## config.mk

```make
export PLATFORM = sky130hd
export DESIGN_NAME = qdc_queue_ctx
export DESIGN_NICKNAME = d
export VERILOG_FILES = /design/src/qdc_pkg.sv /design/src/qdc_desc_walk.sv /design/src/qdc_queue_ctx.sv
export VERILOG_INCLUDE_DIRS = /design/src
export SDC_FILE = /design/constraint.sdc
export NUM_CORES = 2
export LEC_CHECK = 0
export ABC_CLOCK_PERIOD_IN_PS = 4200
export BUFFER_PORTS_ARGS = -buffer_cell sky130_fd_sc_hd__clkbuf_2
export CAP_MARGIN = 20
export CORE_MARGIN = 4
export CORE_UTILIZATION = 65
export CTS_BUF_LIST = sky130_fd_sc_hd__clkbuf_2 sky130_fd_sc_hd__clkbuf_4 sky130_fd_sc_hd__clkbuf_8
export DETAILED_ROUTE_END_ITERATION = 7
export PLACE_DENSITY = 0.86
export SLEW_MARGIN = 25
export SYNTH_ARGS = -nofsm -noshare
export SYNTH_HDL_FRONTEND = slang
export SYNTH_SLANG_ARGS = --single-unit
export TNS_END_PERCENT = 30
```

## constraint.sdc

```tcl
create_clock -name clk_sys -period 4.2 [get_ports clk_sys]
set_input_delay 0.21 -clock clk_sys [delete_from_list [all_inputs] [get_ports clk_sys]]
set_output_delay 0.21 -clock clk_sys [all_outputs]
set_load 0.1 [all_outputs]
```

## src/qdc_defines.svh

```systemverilog
// Offsets, field positions and reset values of the queued command DMA context
`ifndef QDC_DEFINES_SVH
`define QDC_DEFINES_SVH

// ****************************************************************
// Register byte offsets
// ****************************************************************
`define QDC_OFS_CTRL     8'h00
`define QDC_OFS_ISSUE    8'h04
`define QDC_OFS_DONE     8'h08
`define QDC_OFS_TSEL     8'h0C
`define QDC_OFS_TPTR     8'h10
`define QDC_OFS_ISTAT    8'h14
`define QDC_OFS_IMASK    8'h18
`define QDC_OFS_SETUP    8'h1C
`define QDC_OFS_COUNT    8'h20
`define QDC_OFS_DEVSTAT  8'h24

// ****************************************************************
// Interrupt status bits
// ****************************************************************
`define QDC_IRQ_W        3
`define QDC_IRQ_DONE     0
`define QDC_IRQ_SETERR   1
`define QDC_IRQ_WALK     2

// ****************************************************************
// Frame payload layout
// ****************************************************************
`define QDC_FIS_SETUP    8'h41
`define QDC_FIS_SDB      8'hA1
`define QDC_FIS_ACT      8'h39
`define QDC_DIR_BIT      13
`define QDC_AUTO_BIT     15
`define QDC_TAG_WORD     3'h1
`define QDC_CNT_WORD     3'h5
`define QDC_LAST_IDX     3'h7

// ****************************************************************
// Descriptor layout and sizes
// ****************************************************************
`define QDC_NTAGS        32
`define QDC_DESC_EOT_BIT 31
`define QDC_DESC_LEN_W   22
`define QDC_DESC_STEP    32'h0000_0004
`define QDC_ZERO32       32'h0000_0000

`endif

```

## src/qdc_pkg.sv

```systemverilog
// Types shared by the queued command DMA context
package qdc_pkg;

  // ****************************************************************
  // One word of a received frame payload
  // ****************************************************************
  typedef struct packed {
    logic        sof;
    logic        eof;
    logic        crcErr;
    logic [31:0] data;
  } qdc_rxword_type;

  // ****************************************************************
  // One memory segment handed to the data mover
  // ****************************************************************
  typedef struct packed {
    logic [31:0] addr;
    logic [21:0] len;
    logic        last;
  } qdc_seg_type;

  typedef enum logic [1:0] {
    WK_IDLE,
    WK_ADDR,
    WK_LEN,
    WK_EMIT
  } qdc_walk_state_type;

endpackage

```

## src/qdc_desc_walk.sv

```systemverilog
// Descriptor table walker: fetches address/length pairs until end of table
`timescale 1ns/1ps
`include "qdc_defines.svh"

module qdc_desc_walk (
  // Clock and reset
  input  wire logic                  clk_sys,
  input  wire logic                  rst_n,
  // Start request
  input  wire logic                  start,
  input  wire logic [31:0]           tablePtr,
  output logic                       busy_r,
  output logic                       done_r,
  // Descriptor memory read port
  output logic                       descReq_r,
  output logic [31:0]                descAddr_r,
  input  wire logic                  descAck,
  input  wire logic [31:0]           descData,
  // Segment output
  output logic                       segValid_r,
  output qdc_pkg::qdc_seg_type       seg_r,
  input  wire logic                  segReady
);

  qdc_pkg::qdc_walk_state_type state_r;
  logic [31:0]                 ptr_r;
  logic [31:0]                 nextPtr;

  // Each entry is two words: segment address, then flags and length
  assign nextPtr = ptr_r + `QDC_DESC_STEP + `QDC_DESC_STEP;

  always_ff @(posedge clk_sys or negedge rst_n) begin
    if (!rst_n) begin
      state_r    <= qdc_pkg::WK_IDLE;
      ptr_r      <= `QDC_ZERO32;
      descReq_r  <= 1'b0;
      descAddr_r <= `QDC_ZERO32;
      segValid_r <= 1'b0;
      seg_r      <= '0;
      busy_r     <= 1'b0;
      done_r     <= 1'b0;
    end else begin
      done_r <= 1'b0;
      case (state_r)
        qdc_pkg::WK_IDLE: begin
          if (start) begin
            ptr_r      <= tablePtr;
            descAddr_r <= tablePtr;
            descReq_r  <= 1'b1;
            busy_r     <= 1'b1;
            state_r    <= qdc_pkg::WK_ADDR;
          end
        end
        qdc_pkg::WK_ADDR: begin
          if (descAck) begin
            seg_r.addr <= descData;
            descAddr_r <= ptr_r + `QDC_DESC_STEP;
            state_r    <= qdc_pkg::WK_LEN;
          end
        end
        qdc_pkg::WK_LEN: begin
          if (descAck) begin
            descReq_r  <= 1'b0;
            seg_r.len  <= descData[`QDC_DESC_LEN_W-1:0];
            seg_r.last <= descData[`QDC_DESC_EOT_BIT]; // RULE4
            segValid_r <= 1'b1;
            state_r    <= qdc_pkg::WK_EMIT;
          end
        end
        qdc_pkg::WK_EMIT: begin
          if (segReady) begin
            segValid_r <= 1'b0;
            if (seg_r.last) begin
              // Stop after the flagged entry, never read past it
              busy_r  <= 1'b0; // RULE4
              done_r  <= 1'b1;
              state_r <= qdc_pkg::WK_IDLE;
            end else begin
              ptr_r      <= nextPtr;
              descAddr_r <= nextPtr;
              descReq_r  <= 1'b1;
              state_r    <= qdc_pkg::WK_ADDR;
            end
          end
        end
        default: state_r <= qdc_pkg::WK_IDLE;
      endcase
    end
  end

endmodule

```

## src/qdc_queue_ctx.sv

```systemverilog
// Queued command tracking and first-party DMA context loading, APB slave
//
// Overview of operation
// (RULE1) Each queued command is known by its tag in data and completion phase.
// (RULE2) The drive names the next tag to transfer with a setup frame.
// (RULE3) A setup frame loads the walker with that tag's descriptor table.
// (RULE4) The walker reads address/length entries and stops after end-of-table.
// (RULE5) A frame is delimiter, payload, CRC, delimiter; bad CRC is dropped.
// (RULE6) The drive completes commands by sending their tags plus status.
// (RULE7) Completions and setups for outstanding tags are taken in any order.
// (RULE8) Both setup frames and set-device-bits frames are received.
// (RULE9) Up to 32 outstanding commands are tracked, one per tag.
// (RULE10) Queued handling is switched on per port by a control bit.
// (RULE11) Only queued read and write exist; direction arrives with setup.
// (RULE12) Only existing frame types are recognised; no new mechanisms.
// (RULE13) Software issues queued commands only to drives advertising support.
// (RULE14) Set-device-bits completes every tag whose bit is one; interrupts.
// (RULE15) Auto-activate on a queued write starts data without activate frame.
// (RULE16) Direction and byte count come from the setup frame alone.
// (RULE17) A setup frame is handled in hardware and raises no interrupt; a refused one sets SETERR here.
// (RULE18) A setup for a tag not outstanding is refused and flagged.
`timescale 1ns/1ps
`include "qdc_defines.svh"

module qdc_queue_ctx (
  // Clock and reset
  input  wire logic                  clk_sys,
  input  wire logic                  rst_n,
  // APB slave
  input  wire logic                  psel,
  input  wire logic                  penable,
  input  wire logic                  pwrite,
  input  wire logic [7:0]            paddr,
  input  wire logic [31:0]           pwdata,
  output logic [31:0]                prdata_r,
  output logic                       pready_r,
  output logic                       pslverr_r,
  // Interrupt
  output logic                       irq_r,
  // Received frame payload from the link layer
  input  wire logic                  rxValid,
  input  wire qdc_pkg::qdc_rxword_type rxWord,
  // Transfer launch to the data mover
  output logic                       xferGo_r,
  output logic                       xferDir_r,
  output logic [31:0]                xferCount_r,
  output logic [4:0]                 xferTag_r,
  // Descriptor memory read port
  output logic                       descReq_r,
  output logic [31:0]                descAddr_r,
  input  wire logic                  descAck,
  input  wire logic [31:0]           descData,
  // Segment stream
  output logic                       segValid_r,
  output qdc_pkg::qdc_seg_type       seg_r,
  input  wire logic                  segReady
);

  // ****************************************************************
  // Declarations
  // ****************************************************************
  logic                  qEnable_r;
  logic [31:0]           outstanding_r;
  logic [31:0]           done_r;
  logic [31:0]           ptrTable_r [0:`QDC_NTAGS-1];
  logic [4:0]            tagSel_r;
  logic [`QDC_IRQ_W-1:0] istat_r;
  logic [`QDC_IRQ_W-1:0] imask_r;
  logic [`QDC_IRQ_W-1:0] irqEvent;
  logic [2:0]            wordIdx_r;
  logic [31:0]           word0_r;
  logic [31:0]           word1_r;
  logic [31:0]           word5_r;
  logic                  fisDone_r;
  logic                  isSetup;
  logic                  isSdb;
  logic                  isAct;
  logic                  setupOk;
  logic                  setupBad;
  logic [4:0]            setupTag;
  logic [31:0]           setupPtr;
  logic                  setupDir;
  logic                  setupAuto;
  logic                  setupErr_r;
  logic                  xferPend_r;
  logic [31:0]           sdbClr;
  logic [7:0]            devStat_r;
  logic [7:0]            devErr_r;
  logic                  walkStart_r;
  logic [31:0]           walkPtr_r;
  logic                  walkBusy;
  logic                  walkDone;
  logic                  access;
  logic                  wrEn;
  logic                  hit;
  logic [31:0]           rdMux;

  // ****************************************************************
  // APB slave: one wait state, answer on the second access cycle
  // ****************************************************************
  assign access = psel && penable;
  assign wrEn   = access && pwrite && pready_r;

  always_comb begin
    hit   = 1'b1;
    rdMux = `QDC_ZERO32;
    if (paddr == `QDC_OFS_CTRL) begin
      rdMux = {31'h0000_0000, qEnable_r};
    end else if (paddr == `QDC_OFS_ISSUE) begin
      rdMux = outstanding_r;
    end else if (paddr == `QDC_OFS_DONE) begin
      rdMux = done_r;
    end else if (paddr == `QDC_OFS_TSEL) begin
      rdMux = {27'h000_0000, tagSel_r};
    end else if (paddr == `QDC_OFS_TPTR) begin
      rdMux = ptrTable_r[tagSel_r];
    end else if (paddr == `QDC_OFS_ISTAT) begin
      rdMux = {29'h0000_0000, istat_r};
    end else if (paddr == `QDC_OFS_IMASK) begin
      rdMux = {29'h0000_0000, imask_r};
    end else if (paddr == `QDC_OFS_SETUP) begin
      rdMux = {24'h00_0000, setupErr_r, xferPend_r, xferDir_r, xferTag_r};
    end else if (paddr == `QDC_OFS_COUNT) begin
      rdMux = xferCount_r;
    end else if (paddr == `QDC_OFS_DEVSTAT) begin
      rdMux = {16'h0000, devErr_r, devStat_r};
    end else begin
      hit = 1'b0;
    end
  end

  always_ff @(posedge clk_sys or negedge rst_n) begin
    if (!rst_n) begin
      pready_r  <= 1'b0;
      pslverr_r <= 1'b0;
      prdata_r  <= `QDC_ZERO32;
    end else begin
      pready_r  <= access && !pready_r;
      pslverr_r <= access && !pready_r && !hit;
      prdata_r  <= (access && !pready_r && !pwrite) ? rdMux : `QDC_ZERO32;
    end
  end

  always_ff @(posedge clk_sys or negedge rst_n) begin
    if (!rst_n) begin
      qEnable_r <= 1'b0;
      tagSel_r  <= 5'h00;
      imask_r   <= '0;
    end else if (wrEn) begin
      if (paddr == `QDC_OFS_CTRL) begin
        qEnable_r <= pwdata[0]; // RULE10
      end else if (paddr == `QDC_OFS_TSEL) begin
        tagSel_r <= pwdata[4:0];
      end else if (paddr == `QDC_OFS_IMASK) begin
        imask_r <= pwdata[`QDC_IRQ_W-1:0];
      end
    end
  end

  // One descriptor table pointer per tag
  for (genvar g = 0; g < `QDC_NTAGS; g++) begin : gTable
    always_ff @(posedge clk_sys or negedge rst_n) begin
      if (!rst_n) begin
        ptrTable_r[g] <= `QDC_ZERO32;
      end else if (wrEn && paddr == `QDC_OFS_TPTR && tagSel_r == 5'(g)) begin
        ptrTable_r[g] <= pwdata; // RULE9
      end
    end
  end

  // ****************************************************************
  // Frame payload capture
  // ****************************************************************
  // Link layer already stripped delimiters and checked the CRC; a frame
  // whose CRC failed is dropped here and never acted on.
  always_ff @(posedge clk_sys or negedge rst_n) begin
    if (!rst_n) begin
      wordIdx_r <= 3'h0;
      word0_r   <= `QDC_ZERO32;
      word1_r   <= `QDC_ZERO32;
      word5_r   <= `QDC_ZERO32;
      fisDone_r <= 1'b0;
    end else begin
      fisDone_r <= rxValid && rxWord.eof && !rxWord.crcErr; // RULE5
      if (rxValid) begin
        if (rxWord.sof) begin
          word0_r   <= rxWord.data;
          wordIdx_r <= 3'h1;
        end else begin
          if (wordIdx_r == `QDC_TAG_WORD) begin
            word1_r <= rxWord.data;
          end
          if (wordIdx_r == `QDC_CNT_WORD) begin
            word5_r <= rxWord.data;
          end
          if (wordIdx_r != `QDC_LAST_IDX) begin
            wordIdx_r <= wordIdx_r + 3'h1;
          end
        end
      end
    end
  end

  // Only the setup, set-device-bits and activate types are decoded
  assign isSetup   = fisDone_r && word0_r[7:0] == `QDC_FIS_SETUP; // RULE12
  assign isSdb     = fisDone_r && word0_r[7:0] == `QDC_FIS_SDB;   // RULE8
  assign isAct     = fisDone_r && word0_r[7:0] == `QDC_FIS_ACT;
  assign setupTag  = word1_r[4:0];
  assign setupPtr  = ptrTable_r[setupTag];
  assign setupDir  = word0_r[`QDC_DIR_BIT];
  assign setupAuto = word0_r[`QDC_AUTO_BIT];
  // A tag the host never issued must not steer DMA into memory
  assign setupOk   = isSetup && qEnable_r && outstanding_r[setupTag] &&
                     !walkBusy && !walkStart_r; // RULE18 RULE7
  assign setupBad  = isSetup && qEnable_r && !setupOk; // RULE18
  assign sdbClr    = (isSdb && qEnable_r) ? word1_r : `QDC_ZERO32; // RULE14

  // ****************************************************************
  // Outstanding and completed tags
  // ****************************************************************
  // Both read and write queued commands set the same bit; the direction
  // is not recorded here since the setup frame carries it.
  always_ff @(posedge clk_sys or negedge rst_n) begin
    if (!rst_n) begin
      outstanding_r <= `QDC_ZERO32;
    end else if (wrEn && paddr == `QDC_OFS_ISSUE) begin
      outstanding_r <= (outstanding_r & ~sdbClr) | pwdata; // RULE1 RULE11
    end else begin
      outstanding_r <= outstanding_r & ~sdbClr; // RULE6 RULE7
    end
  end

  // Completion set wins over a write-one clear in the same cycle
  always_ff @(posedge clk_sys or negedge rst_n) begin
    if (!rst_n) begin
      done_r <= `QDC_ZERO32;
    end else if (wrEn && paddr == `QDC_OFS_DONE) begin
      done_r <= (done_r & ~pwdata) | sdbClr; // RULE14
    end else begin
      done_r <= done_r | sdbClr;
    end
  end

  always_ff @(posedge clk_sys or negedge rst_n) begin
    if (!rst_n) begin
      devStat_r <= 8'h00;
      devErr_r  <= 8'h00;
    end else if (isSdb) begin
      devStat_r <= word0_r[23:16]; // RULE6
      devErr_r  <= word0_r[31:24];
    end
  end

  // ****************************************************************
  // Context load and transfer launch
  // ****************************************************************
  always_ff @(posedge clk_sys or negedge rst_n) begin
    if (!rst_n) begin
      walkStart_r <= 1'b0;
      walkPtr_r   <= `QDC_ZERO32;
      xferGo_r    <= 1'b0;
      xferPend_r  <= 1'b0;
      xferDir_r   <= 1'b0;
      xferCount_r <= `QDC_ZERO32;
      xferTag_r   <= 5'h00;
      setupErr_r  <= 1'b0;
    end else begin
      walkStart_r <= setupOk; // RULE2
      xferGo_r    <= 1'b0;
      if (setupOk) begin
        walkPtr_r   <= setupPtr;  // RULE3
        xferDir_r   <= setupDir;  // RULE16
        xferCount_r <= word5_r;   // RULE16
        xferTag_r   <= setupTag;
        setupErr_r  <= 1'b0;
        // Device-to-host needs no activate; auto-activate skips it too
        xferGo_r    <= setupDir || setupAuto; // RULE15
        xferPend_r  <= !(setupDir || setupAuto);
      end else if (isAct && xferPend_r) begin
        xferGo_r   <= 1'b1;
        xferPend_r <= 1'b0;
      end else if (setupBad) begin
        setupErr_r <= 1'b1; // RULE18
      end
    end
  end

  // ****************************************************************
  // Interrupts: sticky status, write one to clear, set wins
  // ****************************************************************
  // Accepted setup frames never appear here; only a refused one is reported
  assign irqEvent = {walkDone, setupBad, isSdb}; // RULE14 RULE17

  always_ff @(posedge clk_sys or negedge rst_n) begin
    if (!rst_n) begin
      istat_r <= '0;
      irq_r   <= 1'b0;
    end else begin
      if (wrEn && paddr == `QDC_OFS_ISTAT) begin
        istat_r <= (istat_r & ~pwdata[`QDC_IRQ_W-1:0]) | irqEvent;
      end else begin
        istat_r <= istat_r | irqEvent;
      end
      irq_r <= |(istat_r & imask_r);
    end
  end

  qdc_desc_walk uWalk (
    .clk_sys    (clk_sys),
    .rst_n      (rst_n),
    .start      (walkStart_r),
    .tablePtr   (walkPtr_r),
    .busy_r     (walkBusy),
    .done_r     (walkDone),
    .descReq_r  (descReq_r),
    .descAddr_r (descAddr_r),
    .descAck    (descAck),
    .descData   (descData),
    .segValid_r (segValid_r),
    .seg_r      (seg_r),
    .segReady   (segReady)
  );
endmodule

```

==> results.sh <==
export IMPL_power_density_nw_per_um2=474
export IMPL_slowest_stage="nor2_4"
export IMPL_clk_path_buf_depth=3
export IMPL_cts_htree_levels=4
export IMPL_final_setup_worst_slack_ps=568
export IMPL_crit_fanout=17
export IMPL_failed_checks="DRC"
export IMPL_period_share=0.865
export IMPL_dieHeight_um=343
export IMPL_gp_congestion=0.941
export IMPL_grt_pass1_wl_mm=344
export IMPL_synth_xor_area_share=0.00492
export IMPL_tritoncts="built"
export IMPL_min_path_type="input pin to flip-flop"
export IMPL_cts_root_buf="clkbuf_8"
export IMPL_core_um2=111000
export IMPL_rsz0062_at_grt="no"
export IMPL_syn_nets=5036
export IMPL_drt_vias_per_instance=7.39
export IMPL_initial_core_util=0.657
export IMPL_start_kind="flip-flop"
export IMPL_antenna_left=0
export IMPL_setup_viol=0
export IMPL_maxCapViolCount=0
export IMPL_grt_pass1_vias=53300
export IMPL_drv_slew=0
export IMPL_ys_warn_count=0
export IMPL_cts_resized=0
export IMPL_setup_tns_ps=0
export IMPL_pre_cts_ws_ps=764
export IMPL_synth_ff_type="dfrtp_1"
export IMPL_synth_cells=4911
export IMPL_num_nets_final=5318
export IMPL_die_area_um2=118000
export IMPL_cts_buffers_inserted=222
export IMPL_path_class="flip-flop to flip-flop"
export IMPL_relSlewSlack=0.238
export IMPL_post_cts_setup_buffers=0
export IMPL_worstPathCellList="nand4_1, nor2_1, nand3_1, nor2_4, buf_4, mux2_2"
export IMPL_synth_top_family_by_area="multiplexers"
export IMPL_io_pins=278
export IMPL_clkTransAtPathRegs_ps=70
export IMPL_fill_cells=6287
export IMPL_drive_above_1_share=0.521
export IMPL_grt_max_degree=185
export IMPL_power_leakage_nw=37.8
export IMPL_ys_ff_latch=1444
export IMPL_dp_hpwl_mm=135
export IMPL_peakVddDrop_v=0.000518
export IMPL_drt_pass1_iterations=8
export IMPL_avgSynthCellArea_um2=14.9
export IMPL_worst_skew_pair_late_latency_ps=970
export IMPL_finalClockSkew_ps=89.3
export IMPL_synthAdderAreaFrac=0.00171
export IMPL_yosys_area_share_simple=0.0372
export IMPL_rows=122
export IMPL_area_growth_pct=12.7
export IMPL_syn_cell_area_um2=73000
export IMPL_wire_per_inst_um=33.6
export IMPL_antenna_found_initial=18
export IMPL_endpoint_kind="flip-flop"
export IMPL_placed_area_um2=76300
export IMPL_required_ps=4970
export IMPL_synth_compound_area_frac=0.0343
export IMPL_critPathArrivalTime_ps=4400
export IMPL_io_buffers=277
export IMPL_grt_usage=0.397
export IMPL_yosysUniqueCellTypes=73
export IMPL_ys_seq_area_frac=0.495
export IMPL_final_area_um2=82300
export IMPL_critPathMaxStageDelay_ps=860
export IMPL_status="finished with violations"
export IMPL_finalCriticalPeriod_ps=3630
export IMPL_final_util=0.740
export IMPL_final_hold_viol_count=0
export IMPL_cts_sinks=1444
export IMPL_postCtsHoldBufs=98
export IMPL_drc_errors=46
export IMPL_routed_wirelength_mm=231
export IMPL_worst_slew_pin_slew_ps=1140
export IMPL_synth_edf_count=0
export IMPL_fmax_mhz=275
export IMPL_vias=50900
export IMPL_muxShareOfSynthArea=0.400
export IMPL_drtIter0Drc=6767
export IMPL_chipWidth_um=343
export IMPL_overflow=0
export IMPL_synthArstFlopShare=1.00
-- report_power, final --
part | switching (mW) | internal (mW)
clock network | 5.85 | 7.06
registers | 0.876 | 14.8
logic | 7.44 | 2.92
total | 14.2 | 24.8
-- sequential cells by signal (all words and copies together) (netlist names), 5 cells and up --
| signal | cells |
|---|---|
| word5_r | 32 |
| word1_r | 32 |
| prdata_r | 32 |
| ptrTable_r | 1024 |
| uWalk.seg_r | 55 |
| devStat_r | 8 |
| xferTag_r | 5 |
| done_r | 32 |
| tagSel_r | 5 |
| uWalk.descAddr_r | 32 |
| walkPtr_r | 32 |
| xferCount_r | 32 |
| word0_r | 26 |
| outstanding_r | 32 |
| devErr_r | 8 |
| uWalk.ptr_r | 32 |
-- worst paths after layout --
| kind | from | slack [ps] | end | cells after the start |
|---|---|---|---|---|
| max reg2reg | pready_r | 570 | ptrTable_r[702] | 6 |
| min reg2reg | uWalk.done_r | 420 | istat_r[2] | 1 |
| min in group asynchronous | rst_n | 100 | uWalk.ptr_r[6] | 3 |
| max in group asynchronous | rst_n | 3060 | ptrTable_r[175] | 4 |
| min | pwdata[10] | 50 | done_r[10] | 4 |
| max | pready_r | 570 | ptrTable_r[702] | 6 |
-- final cells by class --
cell class,count,area [um^2],area share
flip-flops and latches,1444,36200,0.440
multi-input cells,2974,35100,0.427
clock buffers,364,4560,0.0554
repair buffers,522,4050,0.0492
well taps,1488,1860,0.0226
clock inverters,42,375,0.00456
inverters,29,116,0.00141
diodes,14,35.0,0.000426
-- stage by stage --
stage	hold WS (ps)	instances	power, mW
6_report	52.8	6877	39.0
5_1_grt	60.6	6872	40.2
4_1_cts	2.58	6862	38.7
3_5_place_dp	199	6358	26.0
3_3_place_gp	199	6358	25.8
2_1_floorplan	-85.6	4911	23.4
-- worst max-delay path: cells and delay by family, from the launching register on --
| family | cells | cell delay [ps] |
|---|---|---|
| flops | 1 | 450 |
| simple gates | 4 | 2060 |
| mux | 1 | 400 |
| buf+inv | 1 | 520 |
-- per-layer routing --
layer  global-route usage  vias up  part of all wire
met3                0.150     1252              0.13
met4                0.276       14             0.083
li1                     -    19400                 -
met2                0.590     3818              0.46
met5             0.000408        -           0.00053
met1                0.485    26400              0.33
-- cell usage in the layout, fill, tap and decap left out, drive strengths merged, types with 39 or more instances in the layout --
cell type,count
inv,39
dfrtp,1444
mux2i,44
o21ai,67
mux4,650
dlygate4sd3,97
a21oi,129
buf,149
nor2,135
mux2,1256
clkbuf,640
nand2,273
-- cell usage after synthesis (7+ instances only) --
cell | number | area [um^2]
o21ai_0 | 67 | 335
clkbuf_1 | 280 | 1050
and3_1 | 14 | 87.6
nand4_1 | 21 | 131
a211oi_1 | 7 | 52.6
a222oi_1 | 20 | 200
buf_2 | 38 | 190
nand3_1 | 32 | 160
xor2_1 | 17 | 149
ha_1 | 10 | 125
xnor2_1 | 24 | 210
a221oi_1 | 12 | 105
nor4_1 | 19 | 119
nor2b_1 | 10 | 62.6
nor3_1 | 27 | 135
mux4_2 | 650 | 14600
buf_1 | 143 | 537
nand2_1 | 273 | 1020
mux2_2 | 1254 | 14100
a22o_1 | 36 | 315
a21o_1 | 7 | 52.6
a221o_1 | 7 | 70.1
and2_1 | 11 | 68.8
mux2i_1 | 44 | 440
nor2_1 | 135 | 507
inv_1 | 28 | 105
a22oi_1 | 16 | 120
a21oi_1 | 129 | 646
a31oi_1 | 33 | 206
dfrtp_1 | 1444 | 36100
-- cells by family (layout without fill, tap and decap cells) --
| group | Yosys count | in the layout |
|---|---|---|
| multiplexers | 1950 | 1950 |
| flip-flops | 1444 | 1444 |
| AND/OR/NAND/NOR | 590 | 590 |
| buffers and inverters | 493 | 957 |
| AO/OA/AOI/OAI | 383 | 383 |
| XOR/XNOR | 41 | 41 |
| adder cells (fa/ha/maj) | 10 | 10 |
| other | 0 | 14 |
No activity file was read; power rests on OpenSTA's default activity.
